## config.mk

```make
export PLATFORM = sky130hd
export DESIGN_NAME = cdr_router
export DESIGN_NICKNAME = d
export VERILOG_FILES = /design/src/cdr_pkg.sv /design/src/cdr_router.sv
export SDC_FILE = /design/constraint.sdc
export NUM_CORES = 2
export LEC_CHECK = 0
export BUFFER_PORTS_ARGS = -buffer_cell sky130_fd_sc_hd__buf_4
export CAP_MARGIN = 20
export CORE_AREA = 2 2 370 372
export DETAILED_ROUTE_END_ITERATION = 10
export DIE_AREA = 0 0 372 374
export PLACE_DENSITY = 0.65
export SYNTH_ARGS = -nofsm -noshare
export SYNTH_HDL_FRONTEND = slang
export SYNTH_SLANG_ARGS = --single-unit
```

## constraint.sdc

```tcl
create_clock -name clock_in -period 7.7 [get_ports clock_in]
set_input_delay 1.155 -clock clock_in [delete_from_list [all_inputs] [get_ports clock_in]]
set_output_delay 1.155 -clock clock_in [all_outputs]
set_load 0.02 [all_outputs]
```

## src/cdr_pkg.sv

```systemverilog
package cdr_pkg;
    // ----------------------------------------------------------------
    // Geometry
    // ----------------------------------------------------------------
    localparam int LINES      = 40;
    localparam int MAX_CTR    = 8;
    localparam int PORT_W     = 32;
    localparam int LINE_IDX_W = 6;
    localparam int PORT_ONLY_TOP  = 7;   // Lines 0..7: port only
    localparam int SHARED_TOP     = 31;  // Lines 8..31: port or counter
    localparam int CTR_LINE_BASE  = 36;  // Counter n group starts at 36 - 4n
    localparam int CTR_LINE_STEP  = 4;
    localparam int HI_LINES       = 8;   // Lines 32..39

    // Role of a line inside its counter group (line mod 4)
    localparam logic [1:0] ROLE_OUT  = 2'h0;
    localparam logic [1:0] ROLE_AUX  = 2'h1;
    localparam logic [1:0] ROLE_GATE = 2'h2;
    localparam logic [1:0] ROLE_SRC  = 2'h3;

    // ----------------------------------------------------------------
    // Timebases
    // ----------------------------------------------------------------
    localparam int CLK_HZ  = 100_000_000;
    localparam int SLOW_HZ = 100_000;
    localparam int MID_HZ  = 20_000_000;
    localparam int FAST_HZ = 80_000_000;

    typedef enum logic [1:0] {
        CDR_SRC_SLOW = 2'b00,
        CDR_SRC_MID  = 2'b01,
        CDR_SRC_FAST = 2'b10,
        CDR_SRC_EXT  = 2'b11
    } cdr_src_t;

    // ----------------------------------------------------------------
    // Register map (byte addresses)
    // ----------------------------------------------------------------
    localparam logic [7:0] ADDR_PORT_DATA = 8'h00;
    localparam logic [7:0] ADDR_PORT_IN   = 8'h04;
    localparam logic [7:0] ADDR_PORT_DIR  = 8'h08;
    localparam logic [7:0] ADDR_LINE_SEL  = 8'h0C;
    localparam logic [7:0] ADDR_HI_EN     = 8'h10;
    localparam logic [7:0] ADDR_HI_IN     = 8'h14;
    localparam logic [7:0] ADDR_CFG_BASE  = 8'h40;
    localparam logic [7:0] ADDR_CNT_BASE  = 8'h80;
    localparam logic [2:0] CTR_REGION_CFG = 3'h2;  // addr[7:5]
    localparam logic [2:0] CTR_REGION_CNT = 3'h4;

    // Counter config fields
    localparam int F_SRC_LO  = 0;
    localparam int F_SRC_HI  = 1;
    localparam int F_FALL    = 2;
    localparam int F_DOWN    = 3;
    localparam int F_TOGGLE  = 4;
    localparam int F_INV     = 5;
    localparam int F_ENABLE  = 6;
    localparam int F_ENC     = 7;
    localparam int F_AUXDIR  = 8;
    localparam int F_GATED   = 9;
    localparam int F_SLINE   = 10;
    localparam int F_GLINE   = 16;
    localparam int F_ALINE   = 22;
    localparam int CFG_W     = 28;
endpackage

```

## src/cdr_router.sv

```systemverilog
// Strobed register access and the register offsets are this design's own decisions.
`timescale 1ns/1ps
// Contract
// - Lines 0-7 carry port bits only
// - Lines 32-39 carry counter signals only
// - Lines 8-31 may be port or counter
// - Output lines select port or counter individually
// - Gate/source lines drive selected gate/source
// - Counter 7 offers out 8, gate 10, source 11
// - Counter 6 offers out 12, gate 14, source 15
// - Counter 5 offers out 16, gate 18, source 19
// - Counter 4 offers out 20, gate 22, source 23
// - Counter 3 offers out 24, gate 26, source 27
// - Counter 2 offers out 28, gate 30, source 31
// - Four-counter variant drops counters 4-7
// - Slow and mid-rate timebases for every counter
// - Larger variants add the fast timebase
// - Each counter: gate, aux, source in, one out
// - External source edge-detected, rising or falling selectable
// - Active edge increments or decrements count
// - Selected source exportable on default source line
// - Exported outputs stay high-Z until enabled
// - Internal source from fast, mid or slow timebase
// - Output on rollover: pulse or toggle, polarity
module cdr_router
    import cdr_pkg::*;
#(
    parameter int NUM_CTR  = 8,  // 4 for the reduced variant
    parameter bit HAS_FAST = 1'b1
) (
    input  wire logic                clock_in,
    input  wire logic                resetn_in,
    input  wire logic                enable_in,
    input  wire logic [7:0]          reg_addr_in,
    input  wire logic [31:0]         reg_wdata_in,
    input  wire logic                reg_write_in,
    input  wire logic                reg_read_in,
    output logic      [31:0]         reg_rdata_out,
    input  wire logic [LINES-1:0]    line_in,
    output logic      [LINES-1:0]    line_out,
    output logic      [LINES-1:0]    line_oe_out
);

    // ----------------------------------------------------------------
    // Helper functions
    // ----------------------------------------------------------------
    // Counter that owns a line in 8..39
    function automatic int line_ctr(input int l);
        line_ctr = (CTR_LINE_BASE + CTR_LINE_STEP - 1 - l) / CTR_LINE_STEP;
    endfunction

    function automatic logic [1:0] line_role(input int l);
        line_role = 2'(l % CTR_LINE_STEP);
    endfunction

    // A shared line may carry a counter signal only if its counter exists
    function automatic logic alt_ok(input int l);
        alt_ok = (l > PORT_ONLY_TOP) && (line_role(l) != ROLE_AUX)
                 && (line_ctr(l) < NUM_CTR);
    endfunction

    // Out-of-range line numbers read low rather than X
    function automatic logic pick(input logic [LINES-1:0] v,
                                  input logic [LINE_IDX_W-1:0] idx);
        pick = (int'(idx) < LINES) ? v[idx] : 1'b0;
    endfunction

    // Default config routes each counter to its own group of lines
    function automatic logic [CFG_W-1:0] cfg_default(input int n);
        logic [CFG_W-1:0] c;
        c = '0;
        c[F_SLINE +: LINE_IDX_W] = LINE_IDX_W'(CTR_LINE_BASE - CTR_LINE_STEP*n + 3);
        c[F_GLINE +: LINE_IDX_W] = LINE_IDX_W'(CTR_LINE_BASE - CTR_LINE_STEP*n + 2);
        c[F_ALINE +: LINE_IDX_W] = LINE_IDX_W'(CTR_LINE_BASE - CTR_LINE_STEP*n + 1);
        cfg_default = c;
    endfunction

    // Fractional timebase step: ticks at hz on average from the system clock
    function automatic logic [31:0] tb_next(input logic [31:0] acc, input int hz);
        tb_next = (acc + 32'(hz) >= 32'(CLK_HZ)) ? acc + 32'(hz) - 32'(CLK_HZ)
                                                 : acc + 32'(hz);
    endfunction

    function automatic logic tb_hit(input logic [31:0] acc, input int hz);
        tb_hit = (acc + 32'(hz) >= 32'(CLK_HZ));
    endfunction

    // Shared-line mask, computed once from the variant
    function automatic logic [PORT_W-1:0] sel_mask();
        logic [PORT_W-1:0] m;
        m = '0;
        for (int l = 0; l < PORT_W; l++) begin
            m[l] = alt_ok(l);
        end
        sel_mask = m;
    endfunction

    localparam logic [PORT_W-1:0] SEL_MASK = sel_mask();
    // Lines 33 and 37 are inputs only
    localparam logic [HI_LINES-1:0] HI_MASK = 8'hDD;

    // ----------------------------------------------------------------
    // State
    // ----------------------------------------------------------------
    logic [PORT_W-1:0]   port_data;
    logic [PORT_W-1:0]   port_dir;
    logic [PORT_W-1:0]   line_sel;
    logic [HI_LINES-1:0] hi_en;
    logic [CFG_W-1:0]    cfg      [MAX_CTR];
    logic [31:0]         count    [MAX_CTR];
    logic [MAX_CTR-1:0]  src_prev;
    logic [MAX_CTR-1:0]  out_lvl;
    logic [31:0]         acc_slow;
    logic [31:0]         acc_mid;
    logic [31:0]         acc_fast;
    logic [2:0]          tb_tick;
    logic [2:0]          tb_lvl;

    logic [MAX_CTR-1:0]  src_sig;
    logic [MAX_CTR-1:0]  gate_sig;
    logic [MAX_CTR-1:0]  aux_sig;
    logic [MAX_CTR-1:0]  src_edge;
    logic [MAX_CTR-1:0]  term;
    logic [31:0]         next_count [MAX_CTR];
    logic [LINES-1:0]    next_line;
    logic [LINES-1:0]    next_oe;
    logic [31:0]         next_rdata;

    // ----------------------------------------------------------------
    // Internal timebases
    // ----------------------------------------------------------------
    // slow, mid and fast; fast stays zero without HAS_FAST
    always_ff @(posedge clock_in or negedge resetn_in) begin
        if (!resetn_in) begin
            acc_slow <= 32'h0;
            acc_mid  <= 32'h0;
            acc_fast <= 32'h0;
            tb_tick  <= 3'h0;
        end else if (enable_in) begin
            acc_slow   <= tb_next(acc_slow, SLOW_HZ);
            acc_mid    <= tb_next(acc_mid, MID_HZ);
            tb_tick[0] <= tb_hit(acc_slow, SLOW_HZ);
            tb_tick[1] <= tb_hit(acc_mid, MID_HZ);
            acc_fast   <= HAS_FAST ? tb_next(acc_fast, FAST_HZ) : 32'h0;
            tb_tick[2] <= HAS_FAST && tb_hit(acc_fast, FAST_HZ);
        end
    end

    // Square-wave copies so an exported timebase is visible on a pin
    always_ff @(posedge clock_in or negedge resetn_in) begin
        if (!resetn_in) begin
            tb_lvl <= 3'h0;
        end else if (enable_in) begin
            tb_lvl <= tb_lvl ^ tb_tick;
        end
    end

    // ----------------------------------------------------------------
    // Counter input selection and edge detection
    // ----------------------------------------------------------------
    always_comb begin
        src_sig  = '0;
        gate_sig = '0;
        aux_sig  = '0;
        src_edge = '0;
        for (int n = 0; n < MAX_CTR; n++) begin
            // gate, aux and source from any line
            gate_sig[n] = pick(line_in, cfg[n][F_GLINE +: LINE_IDX_W]);
            aux_sig[n]  = pick(line_in, cfg[n][F_ALINE +: LINE_IDX_W]);
            case (cdr_src_t'(cfg[n][F_SRC_HI:F_SRC_LO]))
                CDR_SRC_SLOW: begin
                    src_sig[n]  = tb_lvl[0];
                    src_edge[n] = tb_tick[0];
                end
                CDR_SRC_MID: begin
                    src_sig[n]  = tb_lvl[1];
                    src_edge[n] = tb_tick[1];
                end
                CDR_SRC_FAST: begin
                    src_sig[n]  = tb_lvl[2];
                    src_edge[n] = tb_tick[2];
                end
                default: begin
                    src_sig[n] = pick(line_in, cfg[n][F_SLINE +: LINE_IDX_W]);
                    src_edge[n] = cfg[n][F_FALL] ? (src_prev[n] && !src_sig[n])
                                                 : (!src_prev[n] && src_sig[n]);
                end
            endcase
        end
    end

    // Previous source level for external edge detection
    always_ff @(posedge clock_in or negedge resetn_in) begin
        if (!resetn_in) begin
            src_prev <= '0;
        end else if (enable_in) begin
            src_prev <= src_sig;
        end
    end

    // ----------------------------------------------------------------
    // Counting
    // ----------------------------------------------------------------
    always_comb begin
        term = '0;
        for (int n = 0; n < MAX_CTR; n++) begin
            next_count[n] = count[n];
            if (n < NUM_CTR && cfg[n][F_ENABLE]) begin
                if (cfg[n][F_ENC]) begin
                    if (gate_sig[n]) begin
                        next_count[n] = 32'h0;
                    end else if (src_edge[n]) begin
                        next_count[n] = aux_sig[n] ? count[n] - 32'h1 : count[n] + 32'h1;
                        term[n] = aux_sig[n] ? (count[n] == 32'h0)
                                             : (count[n] == 32'hFFFFFFFF);
                    end
                end else if (src_edge[n] && (!cfg[n][F_GATED] || gate_sig[n])) begin
                    // count up or down per edge
                    if (cfg[n][F_DOWN] || (cfg[n][F_AUXDIR] && aux_sig[n])) begin
                        next_count[n] = count[n] - 32'h1;
                        term[n] = (count[n] == 32'h0);
                    end else begin
                        next_count[n] = count[n] + 32'h1;
                        term[n] = (count[n] == 32'hFFFFFFFF);
                    end
                end
            end
        end
    end

    // Count registers; a software write takes priority over counting
    always_ff @(posedge clock_in or negedge resetn_in) begin
        if (!resetn_in) begin
            for (int n = 0; n < MAX_CTR; n++) begin
                count[n] <= 32'h0;
            end
        end else if (enable_in) begin
            for (int n = 0; n < MAX_CTR; n++) begin
                if (reg_write_in && reg_addr_in == ADDR_CNT_BASE + 8'(4*n)
                    && n < NUM_CTR) begin
                    count[n] <= reg_wdata_in;
                end else begin
                    count[n] <= next_count[n];
                end
            end
        end
    end

    // Terminal-count output: one-cycle pulse or toggle, then polarity
    always_ff @(posedge clock_in or negedge resetn_in) begin
        if (!resetn_in) begin
            out_lvl <= '0;
        end else if (enable_in) begin
            for (int n = 0; n < MAX_CTR; n++) begin
                if (cfg[n][F_TOGGLE]) begin
                    out_lvl[n] <= out_lvl[n] ^ term[n];
                end else begin
                    out_lvl[n] <= term[n];
                end
            end
        end
    end

    // ----------------------------------------------------------------
    // Configuration registers
    // ----------------------------------------------------------------
    always_ff @(posedge clock_in or negedge resetn_in) begin
        if (!resetn_in) begin
            port_data <= 32'h0;
            port_dir  <= 32'h0;
            line_sel  <= 32'h0;
            hi_en     <= 8'h0;
        end else if (enable_in && reg_write_in) begin
            if (reg_addr_in == ADDR_PORT_DATA) begin
                port_data <= reg_wdata_in;
            end else if (reg_addr_in == ADDR_PORT_DIR) begin
                port_dir <= reg_wdata_in;
            end else if (reg_addr_in == ADDR_LINE_SEL) begin
                line_sel <= reg_wdata_in & SEL_MASK;
            end else if (reg_addr_in == ADDR_HI_EN) begin
                hi_en <= reg_wdata_in[HI_LINES-1:0] & HI_MASK;
            end
        end
    end

    // Counter configs; absent counters hold their reset value
    always_ff @(posedge clock_in or negedge resetn_in) begin
        if (!resetn_in) begin
            for (int n = 0; n < MAX_CTR; n++) begin
                cfg[n] <= cfg_default(n);
            end
        end else if (enable_in && reg_write_in) begin
            for (int n = 0; n < MAX_CTR; n++) begin
                if (reg_addr_in == ADDR_CFG_BASE + 8'(4*n) && n < NUM_CTR) begin
                    cfg[n] <= reg_wdata_in[CFG_W-1:0];
                end
            end
        end
    end

    // ----------------------------------------------------------------
    // Line output multiplexer
    // ----------------------------------------------------------------
    always_comb begin
        next_line = '0;
        next_oe   = '0;
        for (int l = 0; l < LINES; l++) begin
            if (l <= SHARED_TOP && !(line_sel[l] && alt_ok(l))) begin
                // port use, driven when its direction bit is set
                next_line[l] = port_data[l];
                next_oe[l]   = port_dir[l];
            end else if (l > PORT_ONLY_TOP) begin
                // counter use of a shared line, or a high line
                // counters 0 and 1 on the high lines
                case (line_role(l))
                    ROLE_OUT:  next_line[l] = out_lvl[line_ctr(l)]
                                              ^ cfg[line_ctr(l)][F_INV];
                    ROLE_GATE: next_line[l] = gate_sig[line_ctr(l)];
                    ROLE_SRC:  next_line[l] = src_sig[line_ctr(l)];
                    default:   next_line[l] = 1'b0;
                endcase
                // high-Z until software enables the line
                if (l > SHARED_TOP) begin
                    // high lines never carry port bits
                    next_oe[l] = hi_en[l - SHARED_TOP - 1];
                end else begin
                    next_oe[l] = port_dir[l];
                end
            end
        end
    end

    // Pins come straight from flops; adds one cycle of latency
    always_ff @(posedge clock_in or negedge resetn_in) begin
        if (!resetn_in) begin
            line_out    <= '0;
            line_oe_out <= '0;
        end else if (enable_in) begin
            line_out    <= next_line;
            line_oe_out <= next_oe;
        end
    end

    // ----------------------------------------------------------------
    // Register read port
    // ----------------------------------------------------------------
    always_comb begin
        next_rdata = 32'h0;
        if (reg_addr_in == ADDR_PORT_DATA) begin
            next_rdata = port_data;
        end else if (reg_addr_in == ADDR_PORT_IN) begin
            next_rdata = line_in[PORT_W-1:0];
        end else if (reg_addr_in == ADDR_PORT_DIR) begin
            next_rdata = port_dir;
        end else if (reg_addr_in == ADDR_LINE_SEL) begin
            next_rdata = line_sel;
        end else if (reg_addr_in == ADDR_HI_EN) begin
            next_rdata = {24'h0, hi_en};
        end else if (reg_addr_in == ADDR_HI_IN) begin
            next_rdata = {24'h0, line_in[LINES-1:PORT_W]};
        end else if (reg_addr_in[7:5] == CTR_REGION_CFG && reg_addr_in[1:0] == 2'h0
                     && int'(reg_addr_in[4:2]) < NUM_CTR) begin
            next_rdata = {4'h0, cfg[reg_addr_in[4:2]]};
        end else if (reg_addr_in[7:5] == CTR_REGION_CNT && reg_addr_in[1:0] == 2'h0
                     && int'(reg_addr_in[4:2]) < NUM_CTR) begin
            next_rdata = count[reg_addr_in[4:2]];
        end
    end

    // Data stands only in the cycle after the read strobe
    always_ff @(posedge clock_in or negedge resetn_in) begin
        if (!resetn_in) begin
            reg_rdata_out <= 32'h0;
        end else if (enable_in) begin
            reg_rdata_out <= reg_read_in ? next_rdata : 32'h0;
        end
    end

endmodule

```

==> flow_metrics.tcl <==
set metrics [dict create \
    run_status "complete, no violations" \
    postLayoutSetupSlackWorst_ns 2.67 \
    utilization_pct 51.6 \
    yosysWarnings 0 \
    synth-main-ff-cell "sky130_fd_sc_hd__dfrtp_1" \
    dpl-instance-area_mm2 0.0661 \
    area_growth_syn_to_layout_pct 8.14 \
    htree_levels 3 \
    hold_path_class "primary input to asynchronous set/reset pin" \
    port_buffers 192 \
    least_margin_pin_slew_ns 1.25 \
    setup_violations 0 \
    critical_path.top_delay_family "multiplexers" \
    maxSlewHeadroom_pct 16.9 \
    unrepaired_setup_endpoints_after_global_routing "false" \
    floorplan.rows 135 \
    cts_tree "done" \
    max-cap-violations 0 \
    clock_transition_at_path_regs_ns 0.06 \
    maximum_number_of_pins_on_one_net_before_global_route_repair 173 \
    critical_path_peak_fanout 17 \
    finalInstanceArea_mm2 0.0696 \
    ioPinCount 197 \
    grt_pass1_wl_um 400000 \
    drt_first_pass_iters 6 \
    met2_usage_pct 54.8 \
    layout.filler_cells 12334 \
    post_synth_fa_ha_maj_area_fraction_pct 0.622 \
    vdd_ir_drop_max_mv 0.234 \
    gpl.final_weighted_congestion 1.05 \
    cts-hold-fix-buffers 0 \
    preCtsSetupSlack_ns 2.17 \
    clock_sink_count 771 \
    floorplan.die_area_mm2 0.139 \
    min_period_over_period_pct 65.3 \
    synth_cell_types 96 \
    dr_vias 61107 \
    synth_sequential_area_ratio_pct 30.1 \
    cpPeakStageDelay_ns 0.82 \
    post-route-drc-count 0 \
    drt_wl_total_um 275000 \
    cts-buffers-inserted 95 \
    combinational_family_with_the_most_area_after_synthesis "multiplexers" \
    grt_antenna_before_repair 27 \
    data_arrival_time_at_the_worst_slack_endpoint_ns 5.68 \
    gr-total-overflow 0 \
    fin_setup_tns_ns 0 \
    timing_max_transition_violations_final 0 \
    insertion_delay_ns 0.75 \
    post_synthesis_cells 7064 \
    grt_pass1_vias 56872 \
    global_route.usage.met3_pct 12.6 \
    clock_skew_ns 0.0397 \
    groute.layer.met1.usage_pct 50.7 \
    detail_route.iter0.violations 8869 \
    critical-path-top-cell-by-count "sky130_fd_sc_hd__mux4_2" \
    startpoint_type "flip-flop" \
    synth-simple-area-share_pct 16.4 \
    ctsLongestPathBuffers 3 \
    cts_root_buf "sky130_fd_sc_hd__clkbuf_16" \
    critical_path.cell_chain "mux4_2 -> mux2_2 -> mux4_2 -> a21oi_2 -> mux2i_1 -> mux4_2 -> o221a_1 -> nor2_1 -> nor2_1 -> a2bb2oi_1" \
    power_density_mw_per_mm2 231 \
    die_y_um 374 \
    end_kind "flip-flop" \
    synth_area_per_cell_um2 9.11 \
    post_cts.repair.setup_buffers 0 \
    finish.net_count 6829 \
    cts-resized-gates 0 \
    compound_cell_area_share_of_the_yosys_netlist_pct 17.5 \
    cp.required_ns 8.35 \
    floorplan.core_area_mm2 0.135 \
    yosys.area_share.xor_xnor_pct 5.40 \
    slack_of_the_worst_reg_to_reg_path_ns 2.67 \
    crit_slowest_cell "sky130_fd_sc_hd__o221a_1" \
    dp_hpwl_um 187000 \
    layout_min_cycle_time_ns 5.03 \
    crit_path_buffers_inverters 0 \
    antenna_violating_nets_post_route 0 \
    drive_above_1_share_pct 20.6 \
    average_wire_length_per_cell_after_detail_routing_um 32.0 \
    die_width_um 372 \
    global_route.usage.total_pct 38.8 \
    post_drt_via_cell_ratio 7.11 \
    maxClockFrequency_mhz 199 \
    synth.mux.area_fraction_pct 24.5 \
    asyncSetResetFlopFracSynth_pct 100 \
    postSynthRegisterBits 771 \
    report.final.hold_viol_count 0 \
    critical_path_class "flip-flop to flip-flop" \
    whs_ns 0.401 \
    syn-cell-area_mm2 0.0644 \
    start_util_pct 47.7 \
    synth_edf_count 0 \
    gr-max-usage-layer "met2" \
    p_leak_nw 27.1 \
]
layout make-up:
| class | instances | area (um^2) | share of cell area, % |
|---|---|---|---|
| clock inverters | 37 | 591 | 0.849 |
| multi-input cells | 5395 | 41600 | 59.8 |
| flip-flops and latches | 771 | 19400 | 27.9 |
| clock buffers | 137 | 2760 | 3.96 |
| inverters | 151 | 568 | 0.816 |
| diodes | 23 | 57.6 | 0.0827 |
| well taps | 1781 | 2230 | 3.20 |
| repair buffers | 298 | 2370 | 3.41 |
where the power goes:
part | total (W) | switching (W) | internal, W
sequential | 0.00565 | 0.00114 | 0.00451
combinational | 0.00551 | 0.00324 | 0.00227
clock | 0.00489 | 0.00202 | 0.00287
synth_stat cells (all sizes together), types with 74 or more instances:
cell	count	share of area, %
dfrtp	697	27
clkbuf	635	3.7
nand2	590	3.4
nor2	492	2.9
o21ai	476	3.7
mux2	450	7.9
mux2i	353	5.5
mux4	318	11
a21oi	266	2.1
xnor2	239	3.3
nand3	220	1.7
nor3	218	1.7
xor2	158	2.2
inv	148	0.86
buf	115	0.84
o22ai	109	1.1
a221oi	84	1.2
and3	84	0.82
a211oi	80	0.93
nor4	75	0.73
dfstp	74	3.0
worst register-to-register path: cells and delay by family, from the launching register on:
kind               cells  cell delay (ns)
AOI/OAI and AO/OA      3             1.38
DFF                    1             0.75
muxes                  5             1.85
and+or+nand+nor        2             0.96
worst paths after layout:
| kind | startpoint | to | cells past startpoint |
|---|---|---|---|
| worst min register to register | line_out[8] | line_out[8] | 1 |
| min in group clock_in | line_out[8] | line_out[8] | 1 |
| worst min-delay path | resetn_in | count[205] | 1 |
| max in group asynchronous | resetn_in | count[123] | 3 |
| worst max register to register | cfg[206] | count[253] | 10 |
| worst max-delay path | cfg[206] | count[253] | 10 |
cell families (layout without fill, tap and decap cells):
logic type | count (synthesis) | in the layout
AOI/OAI and AO/OA | 1683 | 1683
xor gates and xnor gates | 397 | 397
adders and majority gates | 32 | 32
buffers and inverters | 901 | 623
DFF | 771 | 771
muxes | 1121 | 1121
other | 1 | 27
and+or+nand+nor | 2158 | 2158
stage by stage:
step / total power [W] / std cells
after floorplan: 0.00938 / 7067
after global placement: 0.0109 / 8387
after detailed placement: 0.0110 / 8388
after CTS: 0.0159 / 8562
after global routing: 0.0168 / 8570
final: 0.0160 / 8593
metal layers:
metal	up-vias	share of wire [%]
met1	30011	37
met5	-	0.046
met4	18	7.8
li1	25765	-
met3	1003	14
met2	4310	41
state kept, by name, indices dropped and copies added, names as in the netlist, 24 cells and up:
| register | cells |
|---|---|
| port_data | 32 |
| acc_fast | 24 |
| acc_slow | 27 |
| reg_rdata_out | 32 |
| port_dir | 32 |
| line_out | 36 |
| line_oe_out | 38 |
| count | 256 |
| acc_mid | 24 |
| cfg | 224 |
layout by cell type, fill, tap and decap left out, types with 44 or more instances in the layout:
cell                          n
sky130_fd_sc_hd__nand4_1     72
sky130_fd_sc_hd__a221oi_1    83
sky130_fd_sc_hd__dfrtp_1    697
sky130_fd_sc_hd__and2_1      44
sky130_fd_sc_hd__nand2b_1    45
sky130_fd_sc_hd__and3_1      84
sky130_fd_sc_hd__a211oi_1    80
sky130_fd_sc_hd__o21ai_0    463
sky130_fd_sc_hd__nor3_1     214
sky130_fd_sc_hd__mux2i_1    353
sky130_fd_sc_hd__a21oi_1    264
sky130_fd_sc_hd__nor2_1     475
sky130_fd_sc_hd__buf_4      281
sky130_fd_sc_hd__a31oi_1     61
sky130_fd_sc_hd__nand3_1    220
sky130_fd_sc_hd__clkbuf_16   96
sky130_fd_sc_hd__xnor2_1    239
sky130_fd_sc_hd__mux4_2     318
sky130_fd_sc_hd__o22ai_1    108
sky130_fd_sc_hd__inv_1      147
sky130_fd_sc_hd__o211ai_1    48
sky130_fd_sc_hd__xor2_1     158
sky130_fd_sc_hd__mux2_2     450
sky130_fd_sc_hd__o31ai_1     49
sky130_fd_sc_hd__a22oi_1     66
sky130_fd_sc_hd__o221ai_1    61
sky130_fd_sc_hd__or3_1       53
sky130_fd_sc_hd__nor4_1      74
sky130_fd_sc_hd__nor2b_1     66
sky130_fd_sc_hd__nand2_1    590
sky130_fd_sc_hd__dfstp_2     74
(Power assumes the default switching activity.)
